### config.mk
export PLATFORM = sky130hd
export DESIGN_NAME = isd_desc_engine
export DESIGN_NICKNAME = d
export VERILOG_FILES = /design/src/core/isd_desc_engine.v /design/src/core/isd_desc_ram.v
export VERILOG_INCLUDE_DIRS = /design/src /design/src/core
export SDC_FILE = /design/constraint.sdc
export NUM_CORES = 2
export LEC_CHECK = 0
export BUFFER_PORTS_ARGS = -buffer_cell sky130_fd_sc_hd__buf_2
export CAP_MARGIN = 0
export CORE_MARGIN = 4
export CORE_UTILIZATION = 50
export DETAILED_ROUTE_END_ITERATION = 8
export GPL_ROUTABILITY_DRIVEN = 0
export PLACE_DENSITY = 0.67
export SETUP_SLACK_MARGIN = 0.2
export SYNTH_ARGS = -nofsm -noshare
export SYNTH_HDL_FRONTEND = slang
export SYNTH_SLANG_ARGS = --single-unit
### constraint.sdc
create_clock -name clk_sys -period 3.35 [get_ports clk_sys]
set_input_delay 0.335 -clock clk_sys [delete_from_list [all_inputs] [get_ports clk_sys]]
set_output_delay 0.335 -clock clk_sys [all_outputs]
set_load 0.01 [all_outputs]
### src/core/isd_consts.vh
// Constants for the interrupt split descriptor engine.
// Assumes a 250 MHz system clock and 32-bit AXI4-Lite register access.
`ifndef ISD_CONSTS_VH
`define ISD_CONSTS_VH
// ==========================================================
// Timing
`define ISD_CLK_MHZ        250
`define ISD_UFRAME_NS      125000
`define ISD_UFRAME_CYCLES  ((`ISD_UFRAME_NS * `ISD_CLK_MHZ) / 1000)
// ==========================================================
// Byte map
`define ISD_DESC_TOP       8'h7c
`define ISD_CTRL_ADDR      8'h80
`define ISD_STAT_ADDR      8'h84
`define ISD_CTRL_RESET     1'b0
`define ISD_RESP_OKAY      2'b00
`define ISD_RESP_SLVERR    2'b10
// ==========================================================
// Descriptor word 0
`define ISD_DW0_VALID      0
`define ISD_DW0_LEN_HI     17
`define ISD_DW0_LEN_LO     3
`define ISD_DW0_MPS_HI     28
`define ISD_DW0_MPS_LO     18
`define ISD_DW0_EP0        31
// Descriptor word 1
`define ISD_DW1_EP_HI      2
`define ISD_DW1_EP_LO      0
`define ISD_DW1_DEV_HI     9
`define ISD_DW1_DEV_LO     3
`define ISD_DW1_TOK_HI     11
`define ISD_DW1_TOK_LO     10
`define ISD_DW1_TYPE_HI    13
`define ISD_DW1_TYPE_LO    12
`define ISD_DW1_SPLIT      14
`define ISD_DW1_SE_HI      17
`define ISD_DW1_SE_LO      16
`define ISD_DW1_PORT_HI    24
`define ISD_DW1_PORT_LO    18
`define ISD_DW1_HUB_HI     31
`define ISD_DW1_HUB_LO     25
// Descriptor word 2
`define ISD_DW2_POLL_HI    7
`define ISD_DW2_POLL_LO    3
`define ISD_DW2_ADDR_HI    23
`define ISD_DW2_ADDR_LO    8
// Descriptor word 3
`define ISD_DW3_MOVED_HI   11
// ==========================================================
// Encodings and limits
`define ISD_TYPE_INTR      2'b11
`define ISD_SE_LOW         2'b10
`define ISD_SE_FULL        2'b00
`define ISD_FSLS_MAX_MPS   11'h040
`define ISD_MAX_LEN        15'h1000
`define ISD_LAST_SLOT      3'h7
`endif

### src/core/isd_desc_engine.v
// Periodic interrupt descriptor engine with start/complete split support.
// Assumes a transaction engine on clk_sys that answers each txnStart with txnDone.
// How it works
// - The endpoint number is word1 bits 2:0 above word0 bit 31.
// - Max packet length sits in word0 28:18; split full/low-speed above 64 is rejected.
// - Byte count sits in word0 17:3; counts above 4096 are rejected.
// - Valid is cleared when the descriptor finishes or hits a fatal error.
// - The five-bit polling field selects 1, 2, 4, 8, 16 or 32 ms by leading one.
// - Split speed 10 is low-speed, 00 full-speed; other codes are rejected when the split bit is set.
// - Split bit selects split or high-speed; type 11 is interrupt; token 00 OUT, 01 IN.
// - The poll interval is 2^(b+4) microframes for a leading one at bit b, 8 if the field is zero, 8 microframes being one ms.
// - Bytes actually moved are written back into word3 bits 11:0.
`timescale 1ns/1ps
`include "isd_consts.vh"
module isd_desc_engine #(
  parameter UF_CYCLES = `ISD_UFRAME_CYCLES
) (
  input  wire        clk_sys,
  input  wire        nrst,
  input  wire [7:0]  s_axi_awaddr,
  input  wire        s_axi_awvalid,
  output reg         s_axi_awready,
  input  wire [31:0] s_axi_wdata,
  input  wire [3:0]  s_axi_wstrb,
  input  wire        s_axi_wvalid,
  output reg         s_axi_wready,
  output reg  [1:0]  s_axi_bresp,
  output reg         s_axi_bvalid,
  input  wire        s_axi_bready,
  input  wire [7:0]  s_axi_araddr,
  input  wire        s_axi_arvalid,
  output reg         s_axi_arready,
  output reg  [31:0] s_axi_rdata,
  output reg  [1:0]  s_axi_rresp,
  output reg         s_axi_rvalid,
  input  wire        s_axi_rready,
  output reg         txnStart_ff,
  output reg  [3:0]  endpoint_number_ff,
  output reg  [10:0] max_packet_bytes_ff,
  output reg  [14:0] bytes_to_move_ff,
  output reg  [6:0]  txnDevAddr_ff,
  output reg  [1:0]  txnToken_ff,
  output reg         txnSplit_ff,
  output reg  [1:0]  split_speed_field_ff,
  output reg  [6:0]  txnHubAddr_ff,
  output reg  [6:0]  txnPort_ff,
  output reg  [15:0] txnDataAddr_ff,
  input  wire        txnDone,
  input  wire        txnFatal,
  input  wire        txnFinished,
  input  wire [11:0] bytes_moved
);
  localparam S_IDLE = 4'h0;
  localparam S_RD0  = 4'h1;
  localparam S_RD1  = 4'h2;
  localparam S_RD2  = 4'h3;
  localparam S_RD3  = 4'h4;
  localparam S_CHK  = 4'h5;
  localparam S_WAIT = 4'h6;
  localparam S_WB3  = 4'h7;
  localparam S_WB0  = 4'h8;
  localparam S_NEXT = 4'h9;

  // Interval minus one, in microframes, from the polling field
  function [7:0] poll_mask;
    input [4:0] f;
    begin
      if (f[4])          poll_mask = 8'hff;
      else if (f[3])     poll_mask = 8'h7f;
      else if (f[2])     poll_mask = 8'h3f;
      else if (f[1])     poll_mask = 8'h1f;
      else if (f[0])     poll_mask = 8'h0f;
      else               poll_mask = 8'h07;
    end
  endfunction

  reg  [3:0]  state_ff;
  reg  [2:0]  slot_ff;
  reg  [31:0] dw0_ff;
  reg  [31:0] dw1_ff;
  reg  [31:0] dw2_ff;
  reg  [31:0] dw3_ff;
  reg  [11:0] moved_ff;
  reg         clrValid_ff;
  reg  [15:0] ufDiv_ff;
  reg  [7:0]  ufCount_ff;
  reg         tickPend_ff;
  reg         enable_ff;
  reg  [7:0]  awAddr_ff;
  reg  [7:0]  arAddr_ff;
  reg  [31:0] wData_ff;
  reg  [3:0]  wStrb_ff;
  reg         rdPend_ff;
  reg  [4:0]  memAddr;
  reg  [3:0]  memWe;
  reg  [31:0] memWdata;
  wire [31:0] memRdata;

  wire        memFree  = (state_ff == S_IDLE) || (state_ff == S_WAIT);
  wire        wrGo     = memFree && !s_axi_awready && !s_axi_wready && !s_axi_bvalid;
  wire        rdGo     = memFree && !wrGo && !s_axi_arready && !s_axi_rvalid && !rdPend_ff;
  wire        wrIsMem  = awAddr_ff <= `ISD_DESC_TOP;
  wire        rdIsMem  = arAddr_ff <= `ISD_DESC_TOP;
  wire        ufTick   = ufDiv_ff == (UF_CYCLES[15:0] - 16'h0001);
  wire [3:0]  ep       = {dw1_ff[`ISD_DW1_EP_HI:`ISD_DW1_EP_LO], dw0_ff[`ISD_DW0_EP0]};
  wire [10:0] mps      = dw0_ff[`ISD_DW0_MPS_HI:`ISD_DW0_MPS_LO];
  wire [14:0] len      = dw0_ff[`ISD_DW0_LEN_HI:`ISD_DW0_LEN_LO];
  wire [1:0]  se       = dw1_ff[`ISD_DW1_SE_HI:`ISD_DW1_SE_LO];
  wire        isSplit  = dw1_ff[`ISD_DW1_SPLIT];
  wire        isIntr   = dw1_ff[`ISD_DW1_TYPE_HI:`ISD_DW1_TYPE_LO] == `ISD_TYPE_INTR;
  wire        tokBad   = dw1_ff[`ISD_DW1_TOK_HI];
  wire        due      = (ufCount_ff & poll_mask(dw2_ff[`ISD_DW2_POLL_HI:`ISD_DW2_POLL_LO]))
                         == 8'h00;
  wire        seBad    = isSplit && (se != `ISD_SE_LOW) && (se != `ISD_SE_FULL);
  wire        mpsBad   = isSplit && (mps > `ISD_FSLS_MAX_MPS);
  wire        lenBad   = len > `ISD_MAX_LEN;
  wire        reject   = seBad || mpsBad || lenBad || tokBad;

  // ==========================================================
  // Memory port arbitration
  always @* begin
    memAddr  = {slot_ff, 2'b00};
    memWe    = 4'h0;
    memWdata = 32'h0000_0000;
    case (state_ff)
      S_RD1: memAddr = {slot_ff, 2'b01};
      S_RD2: memAddr = {slot_ff, 2'b10};
      S_RD3: memAddr = {slot_ff, 2'b11};
      S_WB3: begin
        memAddr  = {slot_ff, 2'b11};
        memWe    = 4'hf;
        memWdata = {dw3_ff[31:`ISD_DW3_MOVED_HI+1], moved_ff};
      end
      S_WB0: begin
        memWe    = 4'hf;
        memWdata = {dw0_ff[31:1], 1'b0};
      end
      default: begin
        if (wrGo && wrIsMem) begin
          memAddr = awAddr_ff[6:2];
          memWe   = wStrb_ff;
          memWdata = wData_ff;
        end else if (rdGo) begin
          memAddr = arAddr_ff[6:2];
        end
      end
    endcase
  end

  isd_desc_ram u_ram (
    .clk_sys   (clk_sys),
    .addr      (memAddr),
    .wrEn      (memWe),
    .wrData    (memWdata),
    .rdData_ff (memRdata)
  );

  // ==========================================================
  // AXI4-Lite slave
  always @(posedge clk_sys) begin
    if (!nrst) begin
      s_axi_awready <= 1'b1;
      s_axi_wready  <= 1'b1;
      s_axi_bvalid  <= 1'b0;
      s_axi_bresp   <= `ISD_RESP_OKAY;
      s_axi_arready <= 1'b1;
      s_axi_rvalid  <= 1'b0;
      s_axi_rresp   <= `ISD_RESP_OKAY;
      s_axi_rdata   <= 32'h0000_0000;
      awAddr_ff     <= 8'h00;
      arAddr_ff     <= 8'h00;
      wData_ff      <= 32'h0000_0000;
      wStrb_ff      <= 4'h0;
      rdPend_ff     <= 1'b0;
      enable_ff     <= `ISD_CTRL_RESET;
    end else begin
      if (s_axi_awvalid && s_axi_awready) begin
        awAddr_ff     <= s_axi_awaddr;
        s_axi_awready <= 1'b0;
      end
      if (s_axi_wvalid && s_axi_wready) begin
        wData_ff     <= s_axi_wdata;
        wStrb_ff     <= s_axi_wstrb;
        s_axi_wready <= 1'b0;
      end
      if (wrGo) begin
        s_axi_bvalid <= 1'b1;
        s_axi_bresp  <= (wrIsMem || awAddr_ff == `ISD_CTRL_ADDR || awAddr_ff == `ISD_STAT_ADDR)
                        ? `ISD_RESP_OKAY : `ISD_RESP_SLVERR;
        if (awAddr_ff == `ISD_CTRL_ADDR && wStrb_ff[0]) begin
          enable_ff <= wData_ff[0];
        end
      end
      if (s_axi_bvalid && s_axi_bready) begin
        s_axi_bvalid  <= 1'b0;
        s_axi_awready <= 1'b1;
        s_axi_wready  <= 1'b1;
      end
      if (s_axi_arvalid && s_axi_arready) begin
        arAddr_ff     <= s_axi_araddr;
        s_axi_arready <= 1'b0;
      end
      rdPend_ff <= rdGo;
      if (rdPend_ff) begin
        s_axi_rvalid <= 1'b1;
        s_axi_rresp  <= `ISD_RESP_OKAY;
        if (rdIsMem) begin
          s_axi_rdata <= memRdata;
        end else if (arAddr_ff == `ISD_CTRL_ADDR) begin
          s_axi_rdata <= {31'h0000_0000, enable_ff};
        end else if (arAddr_ff == `ISD_STAT_ADDR) begin
          s_axi_rdata <= {16'h0000, ufCount_ff, 1'b0, slot_ff, 3'h0, state_ff != S_IDLE};
        end else begin
          s_axi_rdata <= 32'h0000_0000;
          s_axi_rresp <= `ISD_RESP_SLVERR;
        end
      end
      if (s_axi_rvalid && s_axi_rready) begin
        s_axi_rvalid  <= 1'b0;
        s_axi_arready <= 1'b1;
      end
    end
  end

  // ==========================================================
  // Microframe timebase
  always @(posedge clk_sys) begin
    if (!nrst) begin
      ufDiv_ff   <= 16'h0000;
      ufCount_ff <= 8'h00;
    end else if (ufTick) begin
      ufDiv_ff   <= 16'h0000;
      ufCount_ff <= ufCount_ff + 8'h01;
    end else begin
      ufDiv_ff <= ufDiv_ff + 16'h0001;
    end
  end

  // ==========================================================
  // Descriptor scan
  always @(posedge clk_sys) begin
    if (!nrst) begin
      state_ff             <= S_IDLE;
      slot_ff              <= 3'h0;
      dw0_ff               <= 32'h0000_0000;
      dw1_ff               <= 32'h0000_0000;
      dw2_ff               <= 32'h0000_0000;
      dw3_ff               <= 32'h0000_0000;
      moved_ff             <= 12'h000;
      clrValid_ff          <= 1'b0;
      tickPend_ff          <= 1'b0;
      txnStart_ff          <= 1'b0;
      endpoint_number_ff   <= 4'h0;
      max_packet_bytes_ff  <= 11'h000;
      bytes_to_move_ff     <= 15'h0000;
      txnDevAddr_ff        <= 7'h00;
      txnToken_ff          <= 2'b00;
      txnSplit_ff          <= 1'b0;
      split_speed_field_ff <= 2'b00;
      txnHubAddr_ff        <= 7'h00;
      txnPort_ff           <= 7'h00;
      txnDataAddr_ff       <= 16'h0000;
    end else begin
      txnStart_ff <= 1'b0;
      // A tick in the cycle the scan starts still counts
      if (ufTick && enable_ff) begin
        tickPend_ff <= 1'b1;
      end else if (!enable_ff || (state_ff == S_IDLE && tickPend_ff && !wrGo && !rdGo)) begin
        tickPend_ff <= 1'b0;
      end
      case (state_ff)
        S_IDLE: begin
          if (tickPend_ff && enable_ff && !wrGo && !rdGo) begin
            slot_ff  <= 3'h0;
            state_ff <= S_RD0;
          end
        end
        S_RD0: state_ff <= S_RD1;
        S_RD1: begin
          dw0_ff   <= memRdata;
          state_ff <= S_RD2;
        end
        S_RD2: begin
          dw1_ff   <= memRdata;
          state_ff <= S_RD3;
        end
        S_RD3: begin
          dw2_ff   <= memRdata;
          state_ff <= S_CHK;
        end
        S_CHK: begin
          dw3_ff      <= memRdata;
          clrValid_ff <= 1'b1;
          moved_ff    <= 12'h000;
          if (!dw0_ff[`ISD_DW0_VALID] || !isIntr || !due) begin
            state_ff <= S_NEXT;
          end else if (reject) begin
            state_ff <= S_WB0;
          end else begin
            txnStart_ff          <= 1'b1;
            endpoint_number_ff   <= ep;
            max_packet_bytes_ff  <= mps;
            bytes_to_move_ff     <= len;
            txnDevAddr_ff        <= dw1_ff[`ISD_DW1_DEV_HI:`ISD_DW1_DEV_LO];
            txnToken_ff          <= dw1_ff[`ISD_DW1_TOK_HI:`ISD_DW1_TOK_LO];
            txnSplit_ff          <= isSplit;
            split_speed_field_ff <= se;
            txnHubAddr_ff        <= dw1_ff[`ISD_DW1_HUB_HI:`ISD_DW1_HUB_LO];
            txnPort_ff           <= dw1_ff[`ISD_DW1_PORT_HI:`ISD_DW1_PORT_LO];
            txnDataAddr_ff       <= dw2_ff[`ISD_DW2_ADDR_HI:`ISD_DW2_ADDR_LO];
            state_ff             <= S_WAIT;
          end
        end
        S_WAIT: begin
          if (txnDone) begin
            moved_ff    <= bytes_moved;
            clrValid_ff <= txnFatal || txnFinished;
            state_ff    <= S_WB3;
          end
        end
        S_WB3: state_ff <= clrValid_ff ? S_WB0 : S_NEXT;
        // Cached word0 is written back; software edits made during the wait are lost
        S_WB0: state_ff <= S_NEXT;
        S_NEXT: begin
          if (slot_ff == `ISD_LAST_SLOT) begin
            state_ff <= S_IDLE;
          end else begin
            slot_ff  <= slot_ff + 3'h1;
            state_ff <= S_RD0;
          end
        end
        default: state_ff <= S_IDLE;
      endcase
    end
  end
endmodule // isd_desc_engine

### src/core/isd_desc_ram.v
// Descriptor store: 32 words of 32 bits, byte write enables.
// Assumes one user per cycle; read data are registered.
`timescale 1ns/1ps
module isd_desc_ram (
  input  wire        clk_sys,
  input  wire [4:0]  addr,
  input  wire [3:0]  wrEn,
  input  wire [31:0] wrData,
  output reg  [31:0] rdData_ff
);
  reg [31:0] mem [0:31];
  integer    i;

  always @(posedge clk_sys) begin
    for (i = 0; i < 4; i = i + 1) begin
      if (wrEn[i]) begin
        mem[addr][i*8 +: 8] <= wrData[i*8 +: 8];
      end
    end
    rdData_ff <= mem[addr];
  end
endmodule // isd_desc_ram

* After elaboration in Yosys (flattened, before gate mapping)
Memory sizes are Yosys's and may differ from the RTL's. A register that Yosys moved wholly into a read port is not among the register bits.
Index checks and enable logic that the tools add are counted.
** Storage, ports and cells
- Memory bits (read-only) :: 0
- Memories :: 1
- Output and inout port bits :: 114
- Bits in registers :: 333
- RAM bits :: 1024
- Logic and storage cells :: 178
- Bits in latches :: 0
- Input port bits :: 74
** Operators by class
- $lt $le $gt $ge :: 4
- Shift-type cells :: 0
- Muxes and demuxes :: 44
- $add $sub $neg :: 3
- Bitwise logic cells :: 5
- Multiply operators :: 0
- Equality and inequality tests :: 20
- Reductions and logical operators :: 65
- Div/mod/pow operators :: 0
** Memories
- u_ram.mem :: words 32, bits a word 32, rd ports 1, clocked after Yosys merged registers in 1, wr ports 1, RTL line isd_desc_ram.v:11 : reg [31:0] mem [0:31];
** Operators by type and width (number)
- 32-bit case mux with 3 select lines :: 1
- 32-bit 2-to-1 mux :: 2
- 4-bit case mux with 10 select lines :: 1
- 8-bit == test, second input constant :: 4
- 16-bit 2-to-1 mux :: 2
- 1-bit logical AND :: 24
- 4-bit 2-to-1 mux :: 6
- 12-bit case mux with 2 select lines :: 1
- 5-bit case mux with 4 select lines :: 1
- 16-bit by 1-bit adder with 16-bit output, second input constant :: 1
- 16-bit by 15-bit == test with 1-bit output, second input constant :: 1
- 4-bit by 3-bit == test with 1-bit output, second input constant :: 4
- 8-bit by 7-bit <= comparator with 1-bit output, second input constant :: 2
- 15-bit by 13-bit greater-than comparator with 1-bit output, second input constant :: 1
- 5-bit 2-to-1 mux :: 3
- 1-bit 2-to-1 mux :: 14
- 1-bit zero test :: 12
- 12-bit 2-to-1 mux :: 1
- 11-bit by 7-bit greater-than comparator with 1-bit output, second input constant :: 1
- 1-bit logical OR :: 10
- 2-bit OR reduction :: 5
- 8-bit by 1-bit adder with 8-bit output, second input constant :: 1
- 8-bit bitwise AND :: 1
- 4-bit by 2-bit == test with 1-bit output, second input constant :: 2
- other kinds (23) :: 40

* Longest topological paths before layout
- Depth after elaboration :: 15
- Mapped depth :: 13
- Mapped depth without buffers :: 9

* Cells and area by module
From an unflattened synthesis, not the netlist that was laid out.
** Unflattened totals
- Cells, all modules :: 3782
- Area total of the unflattened synthesis :: 52801.9 um^2
** Modules (own cells, without submodules)
- isd_desc_ram :: times used 1, cells an instance 2228, seq. area each 31390.1 um^2, area each 40182.3 um^2
- isd_desc_engine :: times used 1, cells an instance 1554, seq. area each 6306.0 um^2, area each 12619.6 um^2

* Worst setup path after synthesis
OpenSTA, ideal clock, no wires.
- Path kind :: reg2reg
- Start :: reg s_axi_bvalid
- End :: mem u_ram.mem[30][16], enable pin
- Setup time :: 0.370 ns
- Buffers on the path :: 4
- Data arrival time :: 2.670 ns
- Period minus slack after synthesis :: 3.040 ns
- Path slack :: 0.310 ns
- Stages on the path, launching flop included :: 11
- Required time :: 2.980 ns
- Path through :: dfxtp_1 -> or3_1 -> buf_2 -> a32o_1 -> a32o_1 -> and2_1 -> clkbuf_1 -> buf_2 -> or3_1 -> clkbuf_1 -> nor2_1
** On the way
- Word-level cells in the longest chain between the ends :: 10
- Elaborated cells between the ends (all ways) :: 15
- Those cells by class :: mux (7); reduce/logical (8)
** Ends and longest elaborated chain
- start, declared :: RTL line isd_desc_engine.v:28 : output reg s_axi_bvalid,
- start signal, assigned :: RTL line isd_desc_engine.v:164 : s_axi_bvalid <= 1'b0;
- start signal, assigned :: RTL line isd_desc_engine.v:187 : s_axi_bvalid <= 1'b1;
- start signal, assigned :: RTL line isd_desc_engine.v:195 : s_axi_bvalid <= 1'b0;
- 1-bit zero test (*) :: RTL line isd_desc_engine.v:100 : wire wrGo = memFree && !s_axi_awready && !s_axi_wready && !s_axi_bvalid;
- 1-bit logical AND (*) :: RTL line isd_desc_engine.v:100
- 1-bit zero test :: RTL line isd_desc_engine.v:101 : wire rdGo = memFree && !wrGo && !s_axi_arready && !s_axi_rvalid && !rdPend_ff;
- 1-bit logical AND (4 in a row) :: RTL line isd_desc_engine.v:101
- 5-bit 2-to-1 mux :: RTL line isd_desc_engine.v:143 : end else if (rdGo) begin
- 5-bit 2-to-1 mux :: RTL line isd_desc_engine.v:139 : if (wrGo && wrIsMem) begin
- 5-bit case mux with 4 select lines :: RTL line isd_desc_engine.v:125 : case (state_ff)
- end, declared :: RTL line isd_desc_ram.v:11
Mark *: on every way between the ends. The rest lies on a longest branch, timed or not.

* Final worst setup path
- Start :: reg s_axi_wready
- End :: mem u_ram.mem[0][23], enable pin
** On the way
- Word-level cells in the longest chain between the ends :: 11
- Elaborated cells between the ends (all ways) :: 16
- Those cells by class :: mux (7); reduce/logical (9)
** Ends and longest elaborated chain
- start, declared :: RTL line isd_desc_engine.v:26 : output reg s_axi_wready,
- start signal, assigned :: RTL line isd_desc_engine.v:163 : s_axi_wready <= 1'b1;
- start signal, assigned :: RTL line isd_desc_engine.v:184 : s_axi_wready <= 1'b0;
- start signal, assigned :: RTL line isd_desc_engine.v:197 : s_axi_wready <= 1'b1;
- 1-bit zero test (*) :: RTL line isd_desc_engine.v:100
- 1-bit logical AND (*) (2 in a row) :: RTL line isd_desc_engine.v:100
- 1-bit zero test :: RTL line isd_desc_engine.v:101
- 1-bit logical AND (4 in a row) :: RTL line isd_desc_engine.v:101
- 5-bit 2-to-1 mux :: RTL line isd_desc_engine.v:143
- 5-bit 2-to-1 mux :: RTL line isd_desc_engine.v:139
- 5-bit case mux with 4 select lines :: RTL line isd_desc_engine.v:125
Marked as above.

==> run_results.csv <==
group,metric,value,unit
worst_hold_path,hold_path_depth,3,
worst_setup_path,reg2reg_slack,0.19,ns
finish,fin_area,64000,µm²
synthesis,synth_area_leaders,"edfxtp_1, dfxtp_1, mux2i_1",
place,place_hpwl,91.8,mm
routing,dr.pass1.iters,9,
worst_setup_path,start_kind,"register",
worst_hold_path,hold_path_class,"in -> reg",
routing,wire_per_inst,24.3,µm
synthesis,synthFlopType,"edfxtp_1",
routing,postRouteAntennaNets,0,
synthesis,synth_area,53600,µm²
synthesis,yosysSeqAreaShare,70.4,%
grt,grt_pass1_vias,33100,
power,leakage,25.0,nW
clocking,clockBufferDepth,3,
clocking,cts_htree_levels,4,
finish,finalNonFillerCells,5875,
synthesis,yosysWarnings,0,
worst_setup_path,cp-startpoint,"s_axi_wready",
power,power,38.0,mW
place,pre_cts_ws,-0.0183,ns
power,switching_power,9.30,mW
clocking,clk_latency,0.74,ns
finish,multiInputGateArea,14800,µm²
clocking,clock_sinks,1371,
worst_hold_path,holdPathEnd,"awAddr_ff[3]",
power,peakVddDrop,0.513,mV
grt,grt_overflow,0,
worst_setup_path,r2r_end,"u_ram.mem[0][23]",
synthesis,syn_inst,3855,
synthesis,synth_async_sr_flop_share,0,%
finish,diodes,0,
clocking,cts_tree,"yes",
timing,slew_headroom,44.8,%
grt,grt_max_degree,97,
worst_setup_path,cp.arrival,3.61,ns
finish,final_layout_size_suffix_gt1_share,19.0,%
power,p_per_area,593,nW/µm²
worst_hold_path,hp-start,"s_axi_awvalid",
finish,area_growth,19.5,%
die,rows,119,
power,p_clk_share,39.5,%
worst_setup_path,r2r-start,"s_axi_wready",
grt,grt_pass1_wl,210,mm
job,maxCapViolCount,0,
die,core-area,106000,µm²
finish,final_util,60.5,%
worst_setup_path,end_kind,"register",
clocking,cts_made_buffers,139,
status,status,"finished, violations left",
timing,fin_crit_sh,94.3,%
finish,fillers,7976,
routing,drt_wl_total,143,mm
power,p_int,28.6,mW
place,dp.cells,5508,
finish,mostFrequentLayoutCell,"edfxtp_1",
clocking,path_clk_slew,0.06,ns
finish,regArea,37700,µm²
routing,via_count,34100,
power,power_frac_seq,50.1,%
die,ios,188,
finish,layout_common_cells,"edfxtp_1, nand2_1, mux2i_1",
timing,rsz0062_at_grt,"true",
synthesis,yosysTopAreaCell,"edfxtp_1",
synthesis,synth-edff-count,1024,
synthesis,ys_seq_elements,1371,
timing,tightest_slew,0.826,ns
timing,skew,0.0273,ns
place,port_buffers,185,
worst_setup_path,worstSetupPathType,"reg -> reg",
clocking,cts_root_buf,"clkbuf_16",
die,die_h,335,µm
finish,layout.nets,4452,
status,violations,"design-rule violations",
timing,setup_ws,0.189,ns
synthesis,synth_top_area_share,57.4,%
worst_setup_path,crit_required,3.80,ns
place,dpl_cell_area,58100,µm²
worst_setup_path,reg2reg_depth,7,
timing,drv_slew,0,
routing,drc,1,
worst_setup_path,crit_fanout,12,
power,switching_share,24.5,%
die,initial_core_util,50.6,%
grt,antenna_found_initial,2,
die,die_w,335,µm
timing,fmax,316,MHz
synthesis,ys_types,68,
synthesis,avgSynthCellArea,13.9,µm²
power,pwr-share-comb,10.5,%
timing,hold_viol_final,0,
routing,drt_iter0_drc,3512,
die,die_area,112000,µm²
routing,via_per_inst,5.81,
grt,gr-usage-all-layers,24.7,%
timing,layout_min_cycle_time,3.16,ns
timing,setup_viol,0,
cells in the mapped netlist (30+ instances only):
master	n
inv_1	42
or3_1	30
nand2_1	557
clkbuf_1	157
buf_2	70
nor2_1	176
mux2i_1	488
a21boi_0	253
a21oi_1	35
nor4_1	69
a222oi_1	31
o32ai_1	32
dfxtp_1	347
o22ai_1	190
nand3_1	76
edfxtp_1	1024
layout make-up:
class,count,share of cell area (%)
repair buffers,639,8.16
well taps,1391,2.72
inverters,42,0.246
clock buffers,190,6.10
flip-flops and latches,1371,58.9
clock inverters,63,0.823
multi-input cells,2179,23.1
sequential cells by signal, indices dropped and copies added (netlist names), 4 cells and up:
name / cells
arAddr_ff: 8
awAddr_ff: 8
bytes_to_move_ff: 15
dw0_ff: 32
dw1_ff: 31
dw2_ff: 21
dw3_ff: 20
endpoint_number_ff: 4
max_packet_bytes_ff: 11
moved_ff: 12
s_axi_rdata: 32
state_ff: 4
txnDataAddr_ff: 16
txnDevAddr_ff: 7
txnHubAddr_ff: 7
txnPort_ff: 7
u_ram.mem: 1024
u_ram.rdData_ff: 32
ufCount_ff: 8
ufDiv_ff: 16
wData_ff: 32
wStrb_ff: 4
critical path, cell delays in order (launching register included):
cell and delay [ns]:
dfxtp_1 0.36, or3_4 0.44, a32o_1 0.27, a32o_2 0.30, and2_1 0.40, or3_1 0.67, nor2_1 0.25, buf_4 0.19
kinds of logic after synthesis:
family	count (synthesis)	share of synthesized area, %
other	1	0.00700
DFF	1371	70.4
buffers and inverters	306	2.59
AOI/OAI and AO/OA	652	9.02
and+or+nand+nor	1006	8.23
xor gates and xnor gates	21	0.343
muxes	492	9.29
adders and majority gates	6	0.140
worst max path at each step:
stage	cells after the start	to	slack (ns)
after floorplan	10	u_ram.mem[30][16]	0.31
after global placement	10	u_ram.rdData_ff[2]	-0.03
after detailed placement	10	u_ram.rdData_ff[13]	-0.02
after CTS	8	u_ram.mem[3][18]	0.12
after global routing	7	u_ram.mem[0][23]	0.13
final	7	u_ram.mem[0][23]	0.19
metal layers:
| metal | routed length, µm | share of wire (%) | global-route usage, % |
|---|---|---|---|
| met4 | 4220 | 3.0 | 8.17 |
| met3 | 12000 | 8.4 | 3.97 |
| met2 | 66000 | 46 | 39.2 |
| met5 | 0 | 0 | 0 |
| met1 | 60600 | 42 | 35.2 |
metrics by stage:
step | TNS [ns] | hold WS, ns
3_5_place_dp | -0.0285 | 0.450
6_report | 0 | 0.0399
4_1_cts | 0 | 0.00232
2_1_floorplan | 0 | 0.435
5_1_grt | 0 | 0.0251
3_3_place_gp | -0.0297 | 0.441
power by group through the flow:
stage | registers, mW | clock network [mW] | logic [mW]
3_5_place_dp | 19.3 | 0 | 3.58
4_1_cts | 19.0 | 15.2 | 3.73
5_1_grt | 19.0 | 15.9 | 4.18
3_3_place_gp | 19.3 | 0 | 3.55
2_1_floorplan | 18.9 | 0 | 2.35
6_report | 19.0 | 15.0 | 3.97
timing repair:
| action | CTS | global route |
|---|---|---|
| hold buffers | 85 | 0 |
| cloned | 1 | 5 |
| buffers inserted | 1 | 22 |
| pin swaps | 2 | 9 |
| hold endpoints to repair | 71 | 0 |
| gates resized for setup | 16 | 45 |
| endpoints found under the setup margin | 199 | 831 |
(Power assumes the default switching activity.)
